### config.mk
export PLATFORM = sky130hd
export DESIGN_NAME = csie_core
export DESIGN_NICKNAME = d
export VERILOG_FILES = /design/src/csie_pkg.sv /design/src/csie_md_if.sv /design/src/csie_muldiv.sv /design/src/csie_core.sv
export VERILOG_INCLUDE_DIRS = /design/src
export SDC_FILE = /design/constraint.sdc
export NUM_CORES = 1
export LEC_CHECK = 0
export ABC_AREA = 1
export BUFFER_PORTS_ARGS = -buffer_cell sky130_fd_sc_hd__clkbuf_2
export CAP_MARGIN = 20
export CORE_ASPECT_RATIO = 0.9
export CORE_MARGIN = 3
export CORE_UTILIZATION = 25
export CTS_CLUSTER_DIAMETER = 50
export DETAILED_ROUTE_END_ITERATION = 8
export GPL_TIMING_DRIVEN = 0
export PLACE_DENSITY = 0.49
export SYNTH_ARGS = -nofsm -noshare
export SYNTH_HDL_FRONTEND = slang
export SYNTH_SLANG_ARGS = --single-unit
### constraint.sdc
create_clock -name clk -period 7.7 [get_ports clk]
set_input_delay 0.77 -clock clk [delete_from_list [all_inputs] [get_ports clk]]
set_output_delay 0.77 -clock clk [all_outputs]
set_load 0.005 [all_outputs]
### src/csie_defines.svh
`ifndef CSIE_DEFINES_SVH
`define CSIE_DEFINES_SVH

`define CSIE_OP_MUL8      8'h01
`define CSIE_OP_DIV16     8'h11
`define CSIE_OP_LDI       8'h04
`define CSIE_OP_LDDIR     8'h05
`define CSIE_OP_LDWI      8'hE4
`define CSIE_OP_JMPA      8'hE0
`define CSIE_OP_RDPC      8'hF0
`define CSIE_OP_SWPC      8'hF4
`define CSIE_OP_BNZ       8'hFC
`define CSIE_OP_BZ        8'hFD
`define CSIE_OP_BIT_HI    5'h14
`define CSIE_OP_BSET_HI   5'h15
`define CSIE_OP_VCALL_HI  5'h1D

`define CSIE_VEC_BASE     16'hFFC0
`define CSIE_PC_RESET     16'h0000
`define CSIE_SP_RESET     16'h0280
`define CSIE_PAGE0_HI     8'h00
`define CSIE_PORT_ADDR    16'h0000
`define CSIE_IRQ_ADDR     16'h0001
`define CSIE_MUL_STEPS    5'h08
`define CSIE_DIV_STEPS    5'h10

`endif

### src/csie_pkg.sv
`default_nettype none
package csie_pkg;

  typedef enum logic [3:0] {
    ST_FETCH  = 4'h0,
    ST_OPR1   = 4'h1,
    ST_OPR2   = 4'h2,
    ST_LDDIR  = 4'h3,
    ST_RMW_RD = 4'h4,
    ST_RMW_WR = 4'h5,
    ST_STK_H  = 4'h6,
    ST_STK_L  = 4'h7,
    ST_VEC_H  = 4'h8,
    ST_VEC_L  = 4'h9,
    ST_MULDIV = 4'hA
  } csie_state_t;

  typedef struct packed {
    csie_state_t st;
    logic [15:0] pc;
    logic [15:0] acc;
    logic [15:0] tmp;
    logic [15:0] sp;
    logic        zero;
    logic [7:0]  op;
    logic [7:0]  opr;
    logic [15:0] addr;
    logic [7:0]  wdata;
    logic        rd;
    logic        wr;
    logic        read_modify_write_marker;
    logic [7:0]  latch;
    logic [7:0]  irq;
    logic        md_start;
    logic        md_div;
  } csie_core_t;

  typedef struct packed {
    logic        busy;
    logic        is_div;
    logic [4:0]  cnt;
    logic [15:0] x;
    logic [15:0] y;
    logic [8:0]  r;
    logic [7:0]  d;
    logic        done;
  } csie_md_t;

endpackage : csie_pkg
`default_nettype wire

### src/csie_md_if.sv
`timescale 1ns/1ps
`default_nettype none
interface csie_md_if;
  logic        start;
  logic        is_div;
  logic [15:0] acc_in;
  logic [15:0] tmp_in;
  logic        done;
  logic [15:0] acc_out;
  logic [15:0] tmp_out;
  modport core (output start, output is_div, output acc_in, output tmp_in,
                input done, input acc_out, input tmp_out);
  modport unit (input start, input is_div, input acc_in, input tmp_in,
                output done, output acc_out, output tmp_out);
endinterface : csie_md_if
`default_nettype wire

### src/csie_muldiv.sv
`timescale 1ns/1ps
`default_nettype none
`include "csie_defines.svh"
module csie_muldiv (
  input  wire logic clk,
  input  wire logic rst,
  csie_md_if.unit   md
);
  csie_pkg::csie_md_t s_reg;
  csie_pkg::csie_md_t s_next;
  logic [8:0]         shifted;

  always_comb
  begin
    s_next      = s_reg;
    s_next.done = 1'b0;
    shifted     = {s_reg.r[7:0], s_reg.x[15]};
    if (md.start)
    begin
      s_next.busy   = 1'b1;
      s_next.is_div = md.is_div;
      s_next.cnt    = md.is_div ? `CSIE_DIV_STEPS : `CSIE_MUL_STEPS;
      // the high byte of acc never takes part; tmp keeps its high byte only as the dividend
      s_next.x      = md.is_div ? md.tmp_in : 16'h0000;
      s_next.y      = {8'h00, md.acc_in[7:0]};
      s_next.r      = 9'h000;
      s_next.d      = md.is_div ? md.acc_in[7:0] : md.tmp_in[7:0];
    end
    else if (s_reg.busy)
    begin
      if (s_reg.is_div)
      begin
        // restoring division; quotient above 8 bits is simply truncated
        s_next.x = {s_reg.x[14:0], 1'b0};
        if (shifted >= {1'b0, s_reg.d})
        begin
          s_next.r    = shifted - {1'b0, s_reg.d};
          s_next.x[0] = 1'b1;
        end
        else
        begin
          s_next.r = shifted;
        end
      end
      else
      begin
        if (s_reg.d[0])
        begin
          s_next.x = s_reg.x + s_reg.y;
        end
        s_next.y = {s_reg.y[14:0], 1'b0};
        s_next.d = {1'b0, s_reg.d[7:1]};
      end
      s_next.cnt = s_reg.cnt - 5'h01;
      if (s_reg.cnt == 5'h01)
      begin
        s_next.busy = 1'b0;
        s_next.done = 1'b1;
      end
    end
  end

  always_ff @(posedge clk or posedge rst)
  begin
    if (rst)
    begin
      s_reg <= '0;
    end
    else
    begin
      s_reg <= s_next;
    end
  end

  assign md.done    = s_reg.done;
  assign md.acc_out = s_reg.is_div ? {8'h00, s_reg.x[7:0]} : s_reg.x;
  assign md.tmp_out = {8'h00, s_reg.r[7:0]};
endmodule : csie_muldiv
`default_nettype wire

### src/csie_core.sv
`timescale 1ns/1ps
`default_nettype none
`include "csie_defines.svh"
module csie_core (
  input  wire logic        clk,
  input  wire logic        rst,
  output logic [15:0]      bus_addr,
  output logic [7:0]       bus_wdata,
  output logic             bus_rd,
  output logic             bus_wr,
  output logic             bus_rmw,
  input  wire logic [7:0]  bus_rdata,
  input  wire logic [7:0]  port_pin_in,
  output logic [7:0]       port_latch_out,
  input  wire logic [7:0]  irq_set,
  output logic [7:0]       irq_flag_out
);
  csie_pkg::csie_core_t s_reg;
  csie_pkg::csie_core_t s_next;
  logic [7:0]           rdv;
  logic [7:0]           mask;
  logic [15:0]          pc1;
  logic [15:0]          target;
  csie_md_if            md ();

  function automatic logic hit_port(input logic [15:0] a);
    hit_port = (a == `CSIE_PORT_ADDR);
  endfunction : hit_port

  function automatic logic hit_irq(input logic [15:0] a);
    hit_irq = (a == `CSIE_IRQ_ADDR);
  endfunction : hit_irq

  function automatic csie_pkg::csie_core_t bus(input csie_pkg::csie_core_t c, input logic [15:0] a,
                                               input logic r, input logic w, input logic m,
                                               input logic [7:0] d);
    bus       = c;
    bus.addr  = a;
    bus.rd    = r;
    bus.wr    = w;
    bus.read_modify_write_marker   = m;
    bus.wdata = d;
  endfunction : bus

  csie_muldiv csie_muldiv_i (
    .clk (clk),
    .rst (rst),
    .md  (md)
  );

  assign md.start  = s_reg.md_start;
  assign md.is_div = s_reg.md_div;
  assign md.acc_in = s_reg.acc;
  assign md.tmp_in = s_reg.tmp;

  // read data as seen by the core in the current read cycle
  always_comb
  begin
    if (hit_port(s_reg.addr))
    begin
      rdv = s_reg.read_modify_write_marker ? s_reg.latch : port_pin_in;
    end
    else if (hit_irq(s_reg.addr))
    begin
      // ones keep pending requests alive across the write-back
      rdv = s_reg.read_modify_write_marker ? 8'hFF : s_reg.irq;
    end
    else
    begin
      rdv = bus_rdata;
    end
  end

  always_comb
  begin
    s_next          = s_reg;
    s_next.md_start = 1'b0;
    mask            = 8'h01 << s_reg.op[2:0];
    pc1             = s_reg.pc + 16'h0001;
    // pc1 already points past the displacement byte
    target          = pc1 + {{8{bus_rdata[7]}}, bus_rdata};
    s_next          = bus(s_next, s_reg.pc, 1'b0, 1'b0, 1'b0, 8'h00);
    // a new request wins over a software clear in the same cycle
    s_next.irq      = s_reg.irq | irq_set;
    if (s_reg.wr && hit_irq(s_reg.addr))
    begin
      s_next.irq = (s_reg.irq & s_reg.wdata) | irq_set;
    end
    if (s_reg.wr && hit_port(s_reg.addr))
    begin
      s_next.latch = s_reg.wdata;
    end
    case (s_reg.st)
      csie_pkg::ST_FETCH:
      begin
        s_next.op = bus_rdata;
        s_next.pc = pc1;
        s_next.st = csie_pkg::ST_FETCH;
        s_next    = bus(s_next, pc1, 1'b1, 1'b0, 1'b0, 8'h00);
        if (bus_rdata == `CSIE_OP_JMPA)
        begin
          s_next.pc = s_reg.acc;
          s_next    = bus(s_next, s_reg.acc, 1'b1, 1'b0, 1'b0, 8'h00);
        end
        else if (bus_rdata == `CSIE_OP_RDPC)
        begin
          s_next.acc = pc1;
        end
        else if (bus_rdata == `CSIE_OP_SWPC)
        begin
          s_next.acc = pc1;
          s_next.pc  = s_reg.acc;
          s_next     = bus(s_next, s_reg.acc, 1'b1, 1'b0, 1'b0, 8'h00);
        end
        else if (bus_rdata == `CSIE_OP_MUL8 || bus_rdata == `CSIE_OP_DIV16)
        begin
          s_next.md_start = 1'b1;
          s_next.md_div   = (bus_rdata == `CSIE_OP_DIV16);
          s_next.st       = csie_pkg::ST_MULDIV;
          s_next          = bus(s_next, pc1, 1'b0, 1'b0, 1'b0, 8'h00);
        end
        else if (bus_rdata[7:3] == `CSIE_OP_VCALL_HI)
        begin
          s_next.sp = s_reg.sp - 16'h0002;
          s_next.st = csie_pkg::ST_STK_H;
          s_next    = bus(s_next, s_reg.sp - 16'h0002, 1'b0, 1'b1, 1'b0, pc1[15:8]);
        end
        else if (bus_rdata == `CSIE_OP_LDI || bus_rdata == `CSIE_OP_LDDIR || bus_rdata == `CSIE_OP_LDWI ||
                 bus_rdata == `CSIE_OP_BZ || bus_rdata == `CSIE_OP_BNZ || bus_rdata[7:4] == 4'hA)
        begin
          s_next.st = csie_pkg::ST_OPR1;
        end
      end
      csie_pkg::ST_OPR1:
      begin
        s_next.opr = bus_rdata;
        s_next.pc  = pc1;
        s_next.st  = csie_pkg::ST_FETCH;
        s_next     = bus(s_next, pc1, 1'b1, 1'b0, 1'b0, 8'h00);
        if (s_reg.op == `CSIE_OP_LDI)
        begin
          s_next.tmp[7:0] = s_reg.acc[7:0];
          s_next.acc[7:0] = bus_rdata;
          s_next.zero     = (bus_rdata == 8'h00);
        end
        else if (s_reg.op == `CSIE_OP_LDDIR)
        begin
          s_next.st = csie_pkg::ST_LDDIR;
          s_next    = bus(s_next, {`CSIE_PAGE0_HI, bus_rdata}, 1'b1, 1'b0, 1'b0, 8'h00);
        end
        else if (s_reg.op == `CSIE_OP_LDWI)
        begin
          s_next.st = csie_pkg::ST_OPR2;
        end
        else if (s_reg.op[7:3] == `CSIE_OP_BIT_HI || s_reg.op[7:3] == `CSIE_OP_BSET_HI)
        begin
          s_next.st = csie_pkg::ST_RMW_RD;
          s_next    = bus(s_next, {`CSIE_PAGE0_HI, bus_rdata}, 1'b1, 1'b0, 1'b1, 8'h00);
        end
        else if ((s_reg.op == `CSIE_OP_BZ) == s_reg.zero)
        begin
          s_next.pc = target;
          s_next    = bus(s_next, target, 1'b1, 1'b0, 1'b0, 8'h00);
        end
      end
      csie_pkg::ST_OPR2:
      begin
        s_next.tmp  = s_reg.acc;
        s_next.acc  = {s_reg.opr, bus_rdata};
        s_next.zero = ({s_reg.opr, bus_rdata} == 16'h0000);
        s_next.pc   = pc1;
        s_next.st   = csie_pkg::ST_FETCH;
        s_next      = bus(s_next, pc1, 1'b1, 1'b0, 1'b0, 8'h00);
      end
      csie_pkg::ST_LDDIR:
      begin
        s_next.tmp[7:0] = s_reg.acc[7:0];
        s_next.acc[7:0] = rdv;
        s_next.zero     = (rdv == 8'h00);
        s_next.st       = csie_pkg::ST_FETCH;
        s_next          = bus(s_next, s_reg.pc, 1'b1, 1'b0, 1'b0, 8'h00);
      end
      csie_pkg::ST_RMW_RD:
      begin
        s_next.st = csie_pkg::ST_RMW_WR;
        s_next    = bus(s_next, s_reg.addr, 1'b0, 1'b1, 1'b0,
                        s_reg.op[3] ? (rdv | mask) : (rdv & ~mask));
      end
      csie_pkg::ST_RMW_WR:
      begin
        s_next.st = csie_pkg::ST_FETCH;
        s_next    = bus(s_next, s_reg.pc, 1'b1, 1'b0, 1'b0, 8'h00);
      end
      csie_pkg::ST_STK_H:
      begin
        s_next.st = csie_pkg::ST_STK_L;
        s_next    = bus(s_next, s_reg.sp + 16'h0001, 1'b0, 1'b1, 1'b0, s_reg.pc[7:0]);
      end
      csie_pkg::ST_STK_L:
      begin
        s_next.st = csie_pkg::ST_VEC_H;
        s_next    = bus(s_next, `CSIE_VEC_BASE + {12'h000, s_reg.op[2:0], 1'b0},
                        1'b1, 1'b0, 1'b0, 8'h00);
      end
      csie_pkg::ST_VEC_H:
      begin
        s_next.opr = bus_rdata;
        s_next.st  = csie_pkg::ST_VEC_L;
        s_next     = bus(s_next, s_reg.addr + 16'h0001, 1'b1, 1'b0, 1'b0, 8'h00);
      end
      csie_pkg::ST_VEC_L:
      begin
        s_next.pc = {s_reg.opr, bus_rdata};
        s_next.st = csie_pkg::ST_FETCH;
        s_next    = bus(s_next, {s_reg.opr, bus_rdata}, 1'b1, 1'b0, 1'b0, 8'h00);
      end
      csie_pkg::ST_MULDIV:
      begin
        if (md.done)
        begin
          // flags are deliberately left alone
          s_next.acc = md.acc_out;
          if (s_reg.md_div)
          begin
            s_next.tmp = md.tmp_out;
          end
          s_next.st = csie_pkg::ST_FETCH;
          s_next    = bus(s_next, s_reg.pc, 1'b1, 1'b0, 1'b0, 8'h00);
        end
      end
      default:
      begin
        s_next.st = csie_pkg::ST_FETCH;
        s_next    = bus(s_next, s_reg.pc, 1'b1, 1'b0, 1'b0, 8'h00);
      end
    endcase
  end

  always_ff @(posedge clk or posedge rst)
  begin
    if (rst)
    begin
      s_reg      <= '0;
      s_reg.st   <= csie_pkg::ST_FETCH;
      s_reg.pc   <= `CSIE_PC_RESET;
      s_reg.addr <= `CSIE_PC_RESET;
      s_reg.sp   <= `CSIE_SP_RESET;
      s_reg.rd   <= 1'b1;
    end
    else
    begin
      s_reg <= s_next;
    end
  end

  assign bus_addr       = s_reg.addr;
  assign bus_wdata      = s_reg.wdata;
  assign bus_rd         = s_reg.rd;
  assign bus_wr         = s_reg.wr;
  assign bus_rmw        = s_reg.read_modify_write_marker;
  assign port_latch_out = s_reg.latch;
  assign irq_flag_out   = s_reg.irq;
endmodule : csie_core
`default_nettype wire

# --- Word level (Yosys, flattened, before mapping) ---
# Cells that the tools add are included.
# W data, S select, Z words.
classes:
  n_addsub: 9
  n_mul: 0
  div_mod_pow: 0
  magnitude_cmp: 1
  eq_ne: 36
  shift: 1
  n_mux: 49
  bitwise: 20
  n_reduce_logical: 37
ops:
  columns: ["operator", "count"]
  rows:
  - ["$pmux W130 S10", 1]
  - ["$mux W130", 4]
  - ["$mux W129", 2]
  - ["$mux W126", 2]
  - ["$mux W16", 8]
  - ["$mux W8", 12]
  - ["$mux W94", 1]
  - ["$mux W78", 1]
  - ["$eq A8 B8 Y1 const B", 8]
  - ["$mux W61", 1]
  - ["$mux W55", 1]
  - ["$mux W54", 1]
  - ["$add A16 B1 Y16 const B", 3]
  - ["$add A16 B16 Y16", 2]
  - ["$eq A8 B3 Y1 const B", 4]
  - ["$logic_not A16 Y1", 2]
  - ["$reduce_and A10 Y1", 3]
  - ["$mux W28", 1]
  - ["$or A8 B8 Y8", 3]
  - ["$reduce_and A11 Y1", 2]
  - ["$mux W20", 1]
  - ["$mux W9", 2]
  - ["$reduce_and A9 Y1", 2]
  - ["$and A8 B8 Y8", 2]
  - ["37 further kinds", 84]
word_totals:
  regBits: 186
  latch_bits: 0
  ramBits: 0
  mem_bits_ro: 0
  out_inout_bits: 43
  wordCells: 180
  mem_count: 0

# --- Logic depth before layout (Yosys ltp) ---
# Gate-level depths: netlist of the first run.
logic_depth:
  depth_word: 13
  mapped_depth: 24
  mapped_depth_nobuf: 24

# --- Cells and area by module ---
# A second synthesis of the first run with hierarchy kept.
hier_totals:
  hier_cells: 2294
  hier_area_um2: 15323.4
by_module_without_submodules:
  columns: ["mod", "n_inst", "cells_each", "area_per_inst_um2", "seq_area_each_um2"]
  rows:
  - ["csie_core", 1, 1662, 11006.8, 3231.8]
  - ["csie_muldiv", 1, 632, 4316.6, 1401.3]

# --- Worst setup path after synthesis of the first run ---
# OpenSTA, ideal clock, no wires.
synth_timing:
  path_type: "reg2reg"
  start: "reg s_reg[111] in the netlist's numbering"
  end: "reg s_reg, in the netlist bus_addr[13]"
  setup_ns: 0.116
  arrival_time_ns: 2.592
  setup_slack_ns: 4.992
  path_stages_with_launch: 22
  path_buffers: 0
  period_less_slack_ns: 2.708
  path_cell_list: "dfrtp_1 ha_1 nand2_1 nor2_1 nand2_1 nor2_2 inv_1 o21ai_0 nand2_1 ha_1 a21oi_1 nor2_1 nor3_1 nand2_1 nand2_1 nand3_1 nand2_1 nand3_1 nand2_1 nand2_1 nand2_1 nand2_1"
synth_via:
  elab_chain_len: 8
  word_cells_on_any_way: 13
synth_lines:
  columns: ["element", "line_no", "rtl"]
  rows:
  - ["start: declaration", "csie_core.sv:18", "csie_pkg::csie_core_t s_reg;"]
  - ["start signal: assignment", "csie_core.sv:252", "s_reg <= s_next;"]
  - ["$add A16 B1 Y16 (*)", "csie_core.sv:79", "pc1 = s_reg.pc + 16'h0001;"]
  - ["$add A16 B16 Y16", "csie_core.sv:81", "target = pc1 + {{8{bus_rdata[7]}}, bus_rdata};"]
  - ["$mux W126", "csie_core.sv:160", "else if ((s_reg.op == `CSIE_OP_BZ) == s_reg.zero)"]
  - ["$mux W129", "csie_core.sv:155", "else if (s_reg.op[7:3] == `CSIE_OP_BIT_HI || s_reg.op[7:3] == `CSIE_OP_BSET_HI)"]
  - ["$mux W126", "csie_core.sv:151", "else if (s_reg.op == `CSIE_OP_LDWI)"]
  - ["$mux W129", "csie_core.sv:146", "else if (s_reg.op == `CSIE_OP_LDDIR)"]
  - ["$mux W61", "csie_core.sv:140", "if (s_reg.op == `CSIE_OP_LDI)"]
  - ["$pmux W130 S10 (*)", "csie_core.sv:93", "case (s_reg.st)"]
# Every way passes the cells marked *; elsewhere a longest branch is shown, timed or not. The select of a mux whose other input is x is not followed.
# A chain may end at the register's enable or synchronous reset.

# --- Final worst setup path of the first run ---
# Ends and elaborated chain as after synthesis.

==> flow_metrics.tcl, run 1 <==
set metrics [dict create \
    status "finished clean" \
    ys_seq_elements 185 \
    yosysMostFrequentCell "nand2_1" \
    wl_per_cell_um 22.9 \
    final_antenna_net_count 0 \
    setup_tns_ns 0 \
    seq_power_share_pct 25.8 \
    min_path_type "in -> async" \
    setup_viol 0 \
    grt_pass1_vias 14500 \
    yosysSeqAreaShare_pct 32.6 \
    syn_avg_cell_area_um2 6.86 \
    start_util_pct 25.4 \
    dieArea_um2 59700 \
    crit_chain "ha_1, nand2_1, nor2_1, nand2_1, xor2_1, inv_1, ha_1, nand2_1, inv_1, a21oi_1, nor2_1, nor3_1, nand2_1, nand2_1, nand3_1, nand2_1, nand3_1, nand2_1, nand2_1, nand2_1, nand2_1" \
    path_class "reg -> reg" \
    die_x_um 257 \
    switching_share_pct 55.2 \
    via_per_inst 5.23 \
    cp-end-kind "flop" \
    rsz0062_at_grt "false" \
    cts_setup_buffers 0 \
    clock_skew_ns 0.0160 \
    synth_edf_count 0 \
    synth_ff_type "dfrtp_1" \
    cp_common_cell "nand2_1" \
    synth.yosys.warnings 0 \
    core-area_um2 55900 \
    synth_top_area_share_pct 32.1 \
    dieHeight_um 232 \
    wirelength_um 67100 \
    cpMaxStageDelayCell "xor2_1" \
    async_flop_share_pct 100 \
    largest_reg_flops 52 \
    synthTopCellsByCount "493 x nand2_1, 255 x inv_1, 187 x nor2_1, 183 x o21ai_0, 182 x dfrtp_1" \
    synth.largest_area_cell "dfrtp_1" \
    start_kind "flop" \
    num_vias 15300 \
    drv_slew 0 \
    slew_headroom_pct 20.6 \
    max_freq_mhz 230 \
    cts.htree.levels 4 \
    synth_cells 2072 \
    clock_latency_ns 0.50 \
    gp_congestion 0.987 \
    drc_errors 0 \
    cap_viol_max_count 0 \
    cts_hold_buf 0 \
    grt_max_degree 107 \
    clock_sinks 185 \
    placed_area_um2 15500 \
    grt_usage_pct 22.3 \
    port_buffers 68 \
    clockRootBuffer "clkbuf_16" \
    io_pins 69 \
    final_nets 2234 \
    syn-cell-area_um2 14200 \
    power_leakage_nw 7.67 \
    finalCritPeriodShare_pct 56.4 \
    hold_viol_final 0 \
    period_needed_ns 4.34 \
    dr.pass1.iters 6 \
    pwr-share-comb_pct 60.0 \
    dp_hpwl_um 53300 \
    syn-num-nets 2145 \
    pwr-share-clk_pct 14.3 \
    area_growth_pct 13.6 \
    antenna_found_initial 2 \
    numCtsBuffers 17 \
    whs_ns 0.353 \
    synth_cell_types 56 \
    cts_tree "yes" \
    max-vdd-ir-drop_mv 0.229 \
    layout-drive-gt1-share_pct 11.3 \
    worstMarginPinSlew_ns 1.19 \
    place_ws_ns 3.45 \
    intPower_mw 2.97 \
    n_antenna_cell 0 \
    worst_ep_required_time_ns 8.08 \
    rows 82 \
    grt_overflow_total 0 \
    grt_pass1_wl_um 98500 \
    cts_resized 0 \
    power_density_nw_per_um2 411 \
    arrival_ns 4.73 \
    critPathMaxStageDelay_ns 0.78 \
    path_clk_slew_ns 0.08 \
    p_sw_mw 3.66 \
    drt-initial-drc-count 1499 \
    setup_slack_ns 3.36 \
    clockBufferDepth 2 \
    critical_path.max_fanout 5 \
    fin_area_um2 16100 \
    synth_area_leaders "dfrtp_1 32%, nand2_1 13%, inv_1 6.7%, o21ai_0 6.4%, nor2_1 4.9%" \
]
## cell families (layout without fill, tap and decap cells)
logic type / Yosys count / after routing / share of synthesized area, %
simple gates: 896 / 896 / 26.7
compound gates: 524 / 524 / 21.9
buf+inv: 373 / 475 / 11.3
flops: 185 / 185 / 32.6
fa+ha+maj: 47 / 47 / 4.30
xor+xnor: 31 / 31 / 1.96
mux: 16 / 16 / 1.27
## power groups by stage
stage                     registers (mW)  logic, mW  clock network (mW)
after floorplan                     1.55       2.55                   0
after global placement              1.71       3.88                   0
after CTS                           1.70       3.90               0.972
after global routing                1.75       4.36                1.01
final                               1.71       3.97               0.945
after detailed placement            1.71       3.89                   0
## layout by cell type, fill, tap and decap left out, drive strengths merged, types with 3 or more instances in the layout
cell type | synthesis | routed
ha | 44 | 44
o211ai | 22 | 22
clkbuf | 32 | 118
inv | 276 | 284
dfrtp | 182 | 182
a211oi | 13 | 13
o2111ai | 5 | 5
nor3 | 26 | 26
a32oi | 3 | 3
fa | 3 | 3
or2 | 8 | 8
a22oi | 24 | 24
o21bai | 7 | 7
o21ai | 196 | 196
nor2 | 204 | 204
o221ai | 27 | 27
and2 | 3 | 3
clkinv | 5 | 10
o22ai | 57 | 57
nand4 | 29 | 29
o31ai | 8 | 8
mux2 | 16 | 16
a21oi | 140 | 140
nor4 | 6 | 6
xor2 | 20 | 20
a221oi | 11 | 11
nand3 | 115 | 115
xnor2 | 11 | 11
a21o | 4 | 4
nand2 | 501 | 501
nand3b | 4 | 4
buf | 60 | 61
a31oi | 3 | 3
dfstp | 3 | 3
## cell type report
class | instances | area [um2]
clock inverter | 15 | 178
buffer | 92 | 553
clock buffer | 17 | 425
inverter | 281 | 1060
fill | 6239 | 39800
sequential | 185 | 4630
tap | 756 | 946
timing repair buffer | 70 | 375
multi-input combinational | 1514 | 7960
## stage by stage
step	cells	utilization, %	total power, mW
3_5_place_dp	2897	27.8	5.60
3_3_place_gp	2896	27.7	5.59
4_1_cts	2929	28.8	6.57
5_1_grt	2930	28.9	7.11
6_report	2930	28.9	6.63
2_1_floorplan	2072	-	4.10
## layer usage
layer | vias to the layer above | GRT usage (%) | wire length [um]
met3 | 111 | 4.39 | 5170
met2 | 633 | 35.1 | 29900
met4 | 2 | 8.34 | 2200
li1 | 7133 | - | -
met1 | 7454 | 30.2 | 29800
met5 | - | 0 | 9
## worst max-delay path: cells and delay by family (launching register included)
family,cells,cell delay (ns)
adders and majority gates,2,0.71
and+or+nand+nor,15,1.63
AOI/OAI and AO/OA,1,0.19
xor gates and xnor gates,1,0.78
DFF,1,0.46
buffers and inverters,2,0.46
## final timing paths
| path | start | cells past startpoint | slack (ns) | end |
|---|---|---|---|---|
| min in group clk | irq_set[4] | 3 | 0.46 | irq_flag_out[4] |
| worst min register to register | bus_addr[5] | 2 | 0.51 | bus_addr[5] |
| worst max-delay path | s_reg[111] | 21 | 3.36 | bus_addr[13] |
| worst min-delay path | rst | 2 | 0.35 | irq_flag_out[0] |
| max in group asynchronous | rst | 3 | 6.30 | csie_muldiv_i.s_reg[19] |
| worst max register to register | s_reg[111] | 21 | 3.36 | bus_addr[13] |
Power figures use the tool's default switching activity.
==> run 2, diff against run 1 <==
PLACE_DENSITY = 0.51   (was 0.49)
clock period = 3.9 ns   (was 7.7 ns; I/O delays follow)
==> run 2 against run 1 <==
Against the previous run: clock skew is 0.011 ns higher; via count is 0.42% higher; cell area is 1.3% higher; hold slack worse by 0.25 ns; die area stayed put; non-clock buffer count is 12 higher; global-route usage is 0.39 points lower; wire length is 1.1% lower; worst setup slack worse by 3.2 ns; largest cell class unchanged.
==> flow_metrics.tcl, run 2 (synthesis gave the netlist of run 1 again) <==
set metrics [dict create \
    min_path_type "in -> reg" \
    critical_path.max_fanout 9 \
    cap_viol_max_count 0 \
    num-fill-cells 6201 \
    power_leakage_nw 7.73 \
    fin_area_um2 16400 \
    slew_headroom_pct 21.6 \
    worst_ep_required_time_ns 4.27 \
    period_needed_ns 3.77 \
    rows 82 \
    fin_cells 2944 \
    met1_usage_pct 30.4 \
    whs_ns 0.0999 \
    wl_per_cell_um 22.5 \
    grt-busiest-layer "met2" \
    grt_pass1_vias 14600 \
    critPathMaxStageDelay_ns 0.38 \
    final_nets 2246 \
    via_per_inst 5.23 \
    drc_errors 0 \
    dieArea_um2 59700 \
    path_class "reg -> reg" \
    io_pins 69 \
    gp_congestion 1.01 \
    final_common_cell "nand2_1" \
    antenna_found_initial 3 \
    cp-end-kind "flop" \
    max_freq_mhz 265 \
    placed_area_um2 15600 \
    drv_slew 0 \
    cts.htree.levels 4 \
    num_vias 15400 \
    largest_reg_flops 52 \
    port_buffers 68 \
    dp_cells 2902 \
    worstMarginPinSlew_ns 1.17 \
    max-vdd-ir-drop_mv 0.434 \
    core-area_um2 55900 \
    grt_use_met3_pct 3.79 \
    path_clk_slew_ns 0.08 \
    layout-drive-gt1-share_pct 12.5 \
    die_x_um 257 \
    cts_tree "yes" \
    start_kind "flop" \
    min_path_cells 3 \
    reg2regPathDepth 20 \
    numCtsBuffers 17 \
    power_density_nw_per_um2 805 \
    cpMaxStageDelayCell "dfrtp_1" \
    wirelength_um 66400 \
    clock_skew_ns 0.0267 \
    final_cell_mix "485 x nand2_1, 253 x inv_1, 186 x nor2_1" \
    arrival_ns 4.13 \
    final_antenna_net_count 0 \
    start_util_pct 25.4 \
    clock_sinks 185 \
    setup_viol 0 \
    grt_overflow_total 0 \
    hold_viol_final 0 \
    area_growth_pct 15.1 \
    drt-initial-drc-count 1847 \
    place_ws_ns -0.412 \
    clockRootBuffer "clkbuf_16" \
    dieHeight_um 232 \
    status "finished clean" \
    clockBufferDepth 2 \
    final_util_pct 29.2 \
    finalCritPeriodShare_pct 96.6 \
    crit_chain "clkbuf_4, inv_1, nor2_4, nand2_1, nand2_1, nand2_2, inv_1, ha_1, a21oi_1, nor2_1, nor2_1, nor2_1, nor2_1, a21oi_1, o21ai_1, nand2_1, nand2_1, nand3_1, nand2_1, nand2_1" \
    cp_common_cell "nand2_1" \
    setup_slack_ns 0.132 \
    power_mw 13.2 \
    dp_hpwl_um 53100 \
    dr.pass1.iters 6 \
    grt_pass1_wl_um 97400 \
    grt_usage_pct 21.9 \
    grt_max_degree 40 \
    setup_tns_ns 0 \
    clock_latency_ns 0.49 \
    use_met2_pct 34.4 \
]
-- run 2: metal layers --
layer / vias up / wire length, um
met5: - / 12
met4: 2 / 2140
met3: 111 / 4880
met2: 683 / 29400
met1: 7435 / 29900
li1: 7167 / -
-- run 2: what timing repair did --
| item | in CTS | in global routing |
|---|---|---|
| setup buffers | 0 | 7 |
| cloned | 0 | 0 |
| endpoints found under the hold margin | 4 | 0 |
| resized for setup | 5 | 19 |
| hold buffers | 1 | 0 |
| pin swaps | 0 | 3 |
| endpoints found under the setup margin | 16 | 21 |
-- run 2: worst paths after layout --
check                      slack, ns              end        from
setup / recovery                0.13     bus_addr[14]  s_reg[110]
hold / removal                   0.1  irq_flag_out[4]  irq_set[4]
setup reg to reg                0.13     bus_addr[14]  s_reg[110]
hold reg to reg                 0.49        s_reg[46]   s_reg[46]
max in group asynchronous       2.59           bus_rd         rst
min in group asynchronous       0.35        s_reg[58]         rst
-- run 2: cell type report --
type                       count  area [um2]  area share [%]
buffer                        92         556            3.40
multi-input combinational   1514        8060            49.3
clock buffer                  19         433            2.65
sequential                   185        4630            28.3
inverter                     281        1060            6.47
tap                          756         946            5.79
timing repair buffer          82         523            3.20
clock inverter                13         138           0.842
antenna                        2        5.00          0.0306
-- run 2: power by group --
group / internal [mW] / switching (mW)
logic: 2.45 / 5.53
clock network: 0.898 / 0.890
registers: 2.60 / 0.789
total: 5.95 / 7.21
-- run 2: worst max-delay path: cells and delay by family (launching register included) --
kind,cells,cell delay (ns)
and+or+nand+nor,13,1.52
AOI/OAI and AO/OA,3,0.68
DFF,1,0.38
buffers and inverters,3,0.69
adders and majority gates,1,0.37
==> run 3, diff against run 2 <==
PLACE_DENSITY = 0.49   (was 0.51)
clock period = 3.76 ns   (was 3.9 ns; I/O delays follow)
==> run 3 against run 2 <==
Against the previous run: core utilization grew 0.15 points; highest routed layer is now met4; clock-buffer cell count down 2; critical path depth stayed put; clock skew decreased by 0.0076 ns; total power is 5.3% higher; clock power increased by 8%; wire length up 2.2%.
==> flow_metrics.tcl, run 3 (synthesis gave the netlist of run 1 again) <==
set metrics [dict create \
    status "finished clean" \
    fin_area_um2 16400 \
    clockBufferDepth 2 \
    antenna_found_initial 2 \
    numCtsBuffers 17 \
    setup_viol 0 \
    worstMarginPinSlew_ns 1.15 \
    die_x_um 257 \
    core-area_um2 55900 \
    crit_family "simple AND/OR/NAND/NOR gates" \
    clock_latency_ns 0.50 \
    path_class "reg -> reg" \
    port_buffers 68 \
    pwr-share-comb_pct 60.6 \
    grt_max_degree 38 \
    critical_path.max_fanout 9 \
    power_density_nw_per_um2 843 \
    clock_sinks 185 \
    io_pins 69 \
    cp_common_cell "nand2_1" \
    clock_skew_ns 0.0190 \
    critPathMaxStageDelay_ns 0.41 \
    num_vias 15300 \
    start_kind "flop" \
    power_leakage_nw 7.75 \
    finalCritPeriodShare_pct 95.0 \
    final_antenna_net_count 0 \
    gp_congestion 0.980 \
    cpMaxStageDelayCell "dfrtp_1" \
    num-fill-cells 6179 \
    dieArea_um2 59700 \
    switching_share_pct 55.4 \
    cts_tree "yes" \
    whs_ns 0.0712 \
    clockRootBuffer "clkbuf_16" \
    grt_pass1_wl_um 99200 \
    intPower_mw 6.18 \
    cts.htree.levels 4 \
    period_needed_ns 3.57 \
    crit_chain "buf_6, inv_1, nor2_4, nand3_1, o21ai_0, nand2_2, inv_2, ha_1, nand2_1, inv_1, nand2_1, nand2_1, a21oi_1, nand3_1, nand3_1, nand2_1, nand3_1, nand2_1, nand2_1, nand4_1" \
    final_common_cell "nand2_1" \
    dr.pass1.iters 5 \
    grt_usage_pct 22.5 \
    largest_reg_flops 52 \
    dp_hpwl_um 54400 \
    seq_power_share_pct 25.5 \
    cp-end-kind "flop" \
    placed_area_um2 15600 \
    grt_overflow_total 0 \
    grt_pass1_vias 14600 \
    drt-initial-drc-count 1619 \
    arrival_ns 3.93 \
    min_path_type "in -> reg" \
    worst_ep_required_time_ns 4.12 \
    max_freq_mhz 280 \
    hold_viol_final 0 \
    path_clk_slew_ns 0.08 \
    area_growth_pct 15.7 \
    layout-drive-gt1-share_pct 12.9 \
    slew_headroom_pct 22.4 \
    final_nets 2246 \
    max-vdd-ir-drop_mv 0.365 \
    final_cell_mix "483 x nand2_1, 251 x inv_1, 186 x nor2_1" \
    wl_per_cell_um 23.0 \
    rows 82 \
    via_per_inst 5.20 \
    pwr-share-clk_pct 13.9 \
    dieHeight_um 232 \
    p_sw_mw 7.68 \
    cap_viol_max_count 0 \
    drv_slew 0 \
    crit_buf_inv 4 \
    wirelength_um 67800 \
    setup_tns_ns 0 \
    start_util_pct 25.4 \
    drc_errors 0 \
]
## run 3: changes by cell type in the layout (fill, tap and decap cells not counted), sizes merged
cell and change:
clkinvlp -2, inv +2, bufinv -1, clkinv +3, diode -1, clkbuf -2
## run 3: worst paths after layout
path / startpoint / end / slack (ns) / cells after the start
min in group asynchronous: rst / s_reg[59] / 0.48 / 3
max reg2reg: s_reg[110] / bus_addr[15] / 0.19 / 20
min: irq_set[1] / irq_flag_out[1] / 0.07 / 3
min reg2reg: csie_muldiv_i.s_reg[8] / csie_muldiv_i.s_reg[8] / 0.50 / 2
max in group asynchronous: rst / csie_muldiv_i.md.tmp_out[3] / 2.18 / 6
max: s_reg[110] / bus_addr[15] / 0.19 / 20
## run 3: area by class of cell
class | instances | area, um2 | share of cell area, %
Multi-Input combinational cell | 1514 | 8110 | 49.3
Sequential cell | 185 | 4630 | 28.2
Inverter | 281 | 1060 | 6.44
Tap cell | 756 | 946 | 5.76
Buffer | 92 | 559 | 3.40
Timing Repair Buffer | 82 | 510 | 3.11
Clock buffer | 17 | 425 | 2.59
Clock inverter | 15 | 190 | 1.16
Antenna cell | 1 | 2.50 | 0.0152
## run 3: power groups by stage
stage | registers [mW] | logic (mW) | clock network, mW
after global placement | 3.51 | 7.98 | 0
final | 3.53 | 8.40 | 1.93
after detailed placement | 3.52 | 8.01 | 0
after CTS | 3.49 | 8.11 | 1.99
after global routing | 3.60 | 9.11 | 2.05
after floorplan | 3.18 | 5.23 | 0
## run 3: routing by layer
metal | share of wire, % | track usage (%) | up-vias
li1 | - | - | 7149
met1 | 45 | 31.0 | 7485
met3 | 6.4 | 3.18 | 90
met2 | 45 | 36.0 | 588
met5 | 0 | 0 | -
met4 | 2.9 | 7.60 | 0
## run 3: worst register-to-register path, cell delays in order, from the launching register on
cell and delay, ns:
dfrtp_1 0.41, buf_6 0.21, inv_1 0.17, nor2_4 0.21, nand3_1 0.16, o21ai_0 0.24, nand2_2 0.26, inv_2 0.22
ha_1 0.32, nand2_1 0.12, inv_1 0.04, nand2_1 0.06, nand2_1 0.06, a21oi_1 0.20, nand3_1 0.16, nand3_1 0.14
nand2_1 0.06, nand3_1 0.09, nand2_1 0.07, nand2_1 0.15, nand4_1 0.11
## run 3: through the flow
stage | setup WS (ns) | util (%) | power, mW | instances
after floorplan | 1.01 | - | 8.40 | 2072
after global placement | -0.565 | 27.7 | 11.5 | 2896
after detailed placement | -0.484 | 27.9 | 11.5 | 2901
after CTS | -0.0128 | 29.1 | 13.6 | 2936
after global routing | -0.00407 | 29.4 | 14.8 | 2942
final | 0.188 | 29.4 | 13.9 | 2943
## run 3: what timing repair did
action                                  4_1_cts  5_1_grt
hold buffers                                  1        0
pin swaps                                     2        1
gates resized for setup                      14       23
buffers inserted                              2        5
hold endpoints to repair                     15        0
endpoints found under the setup margin       24       15
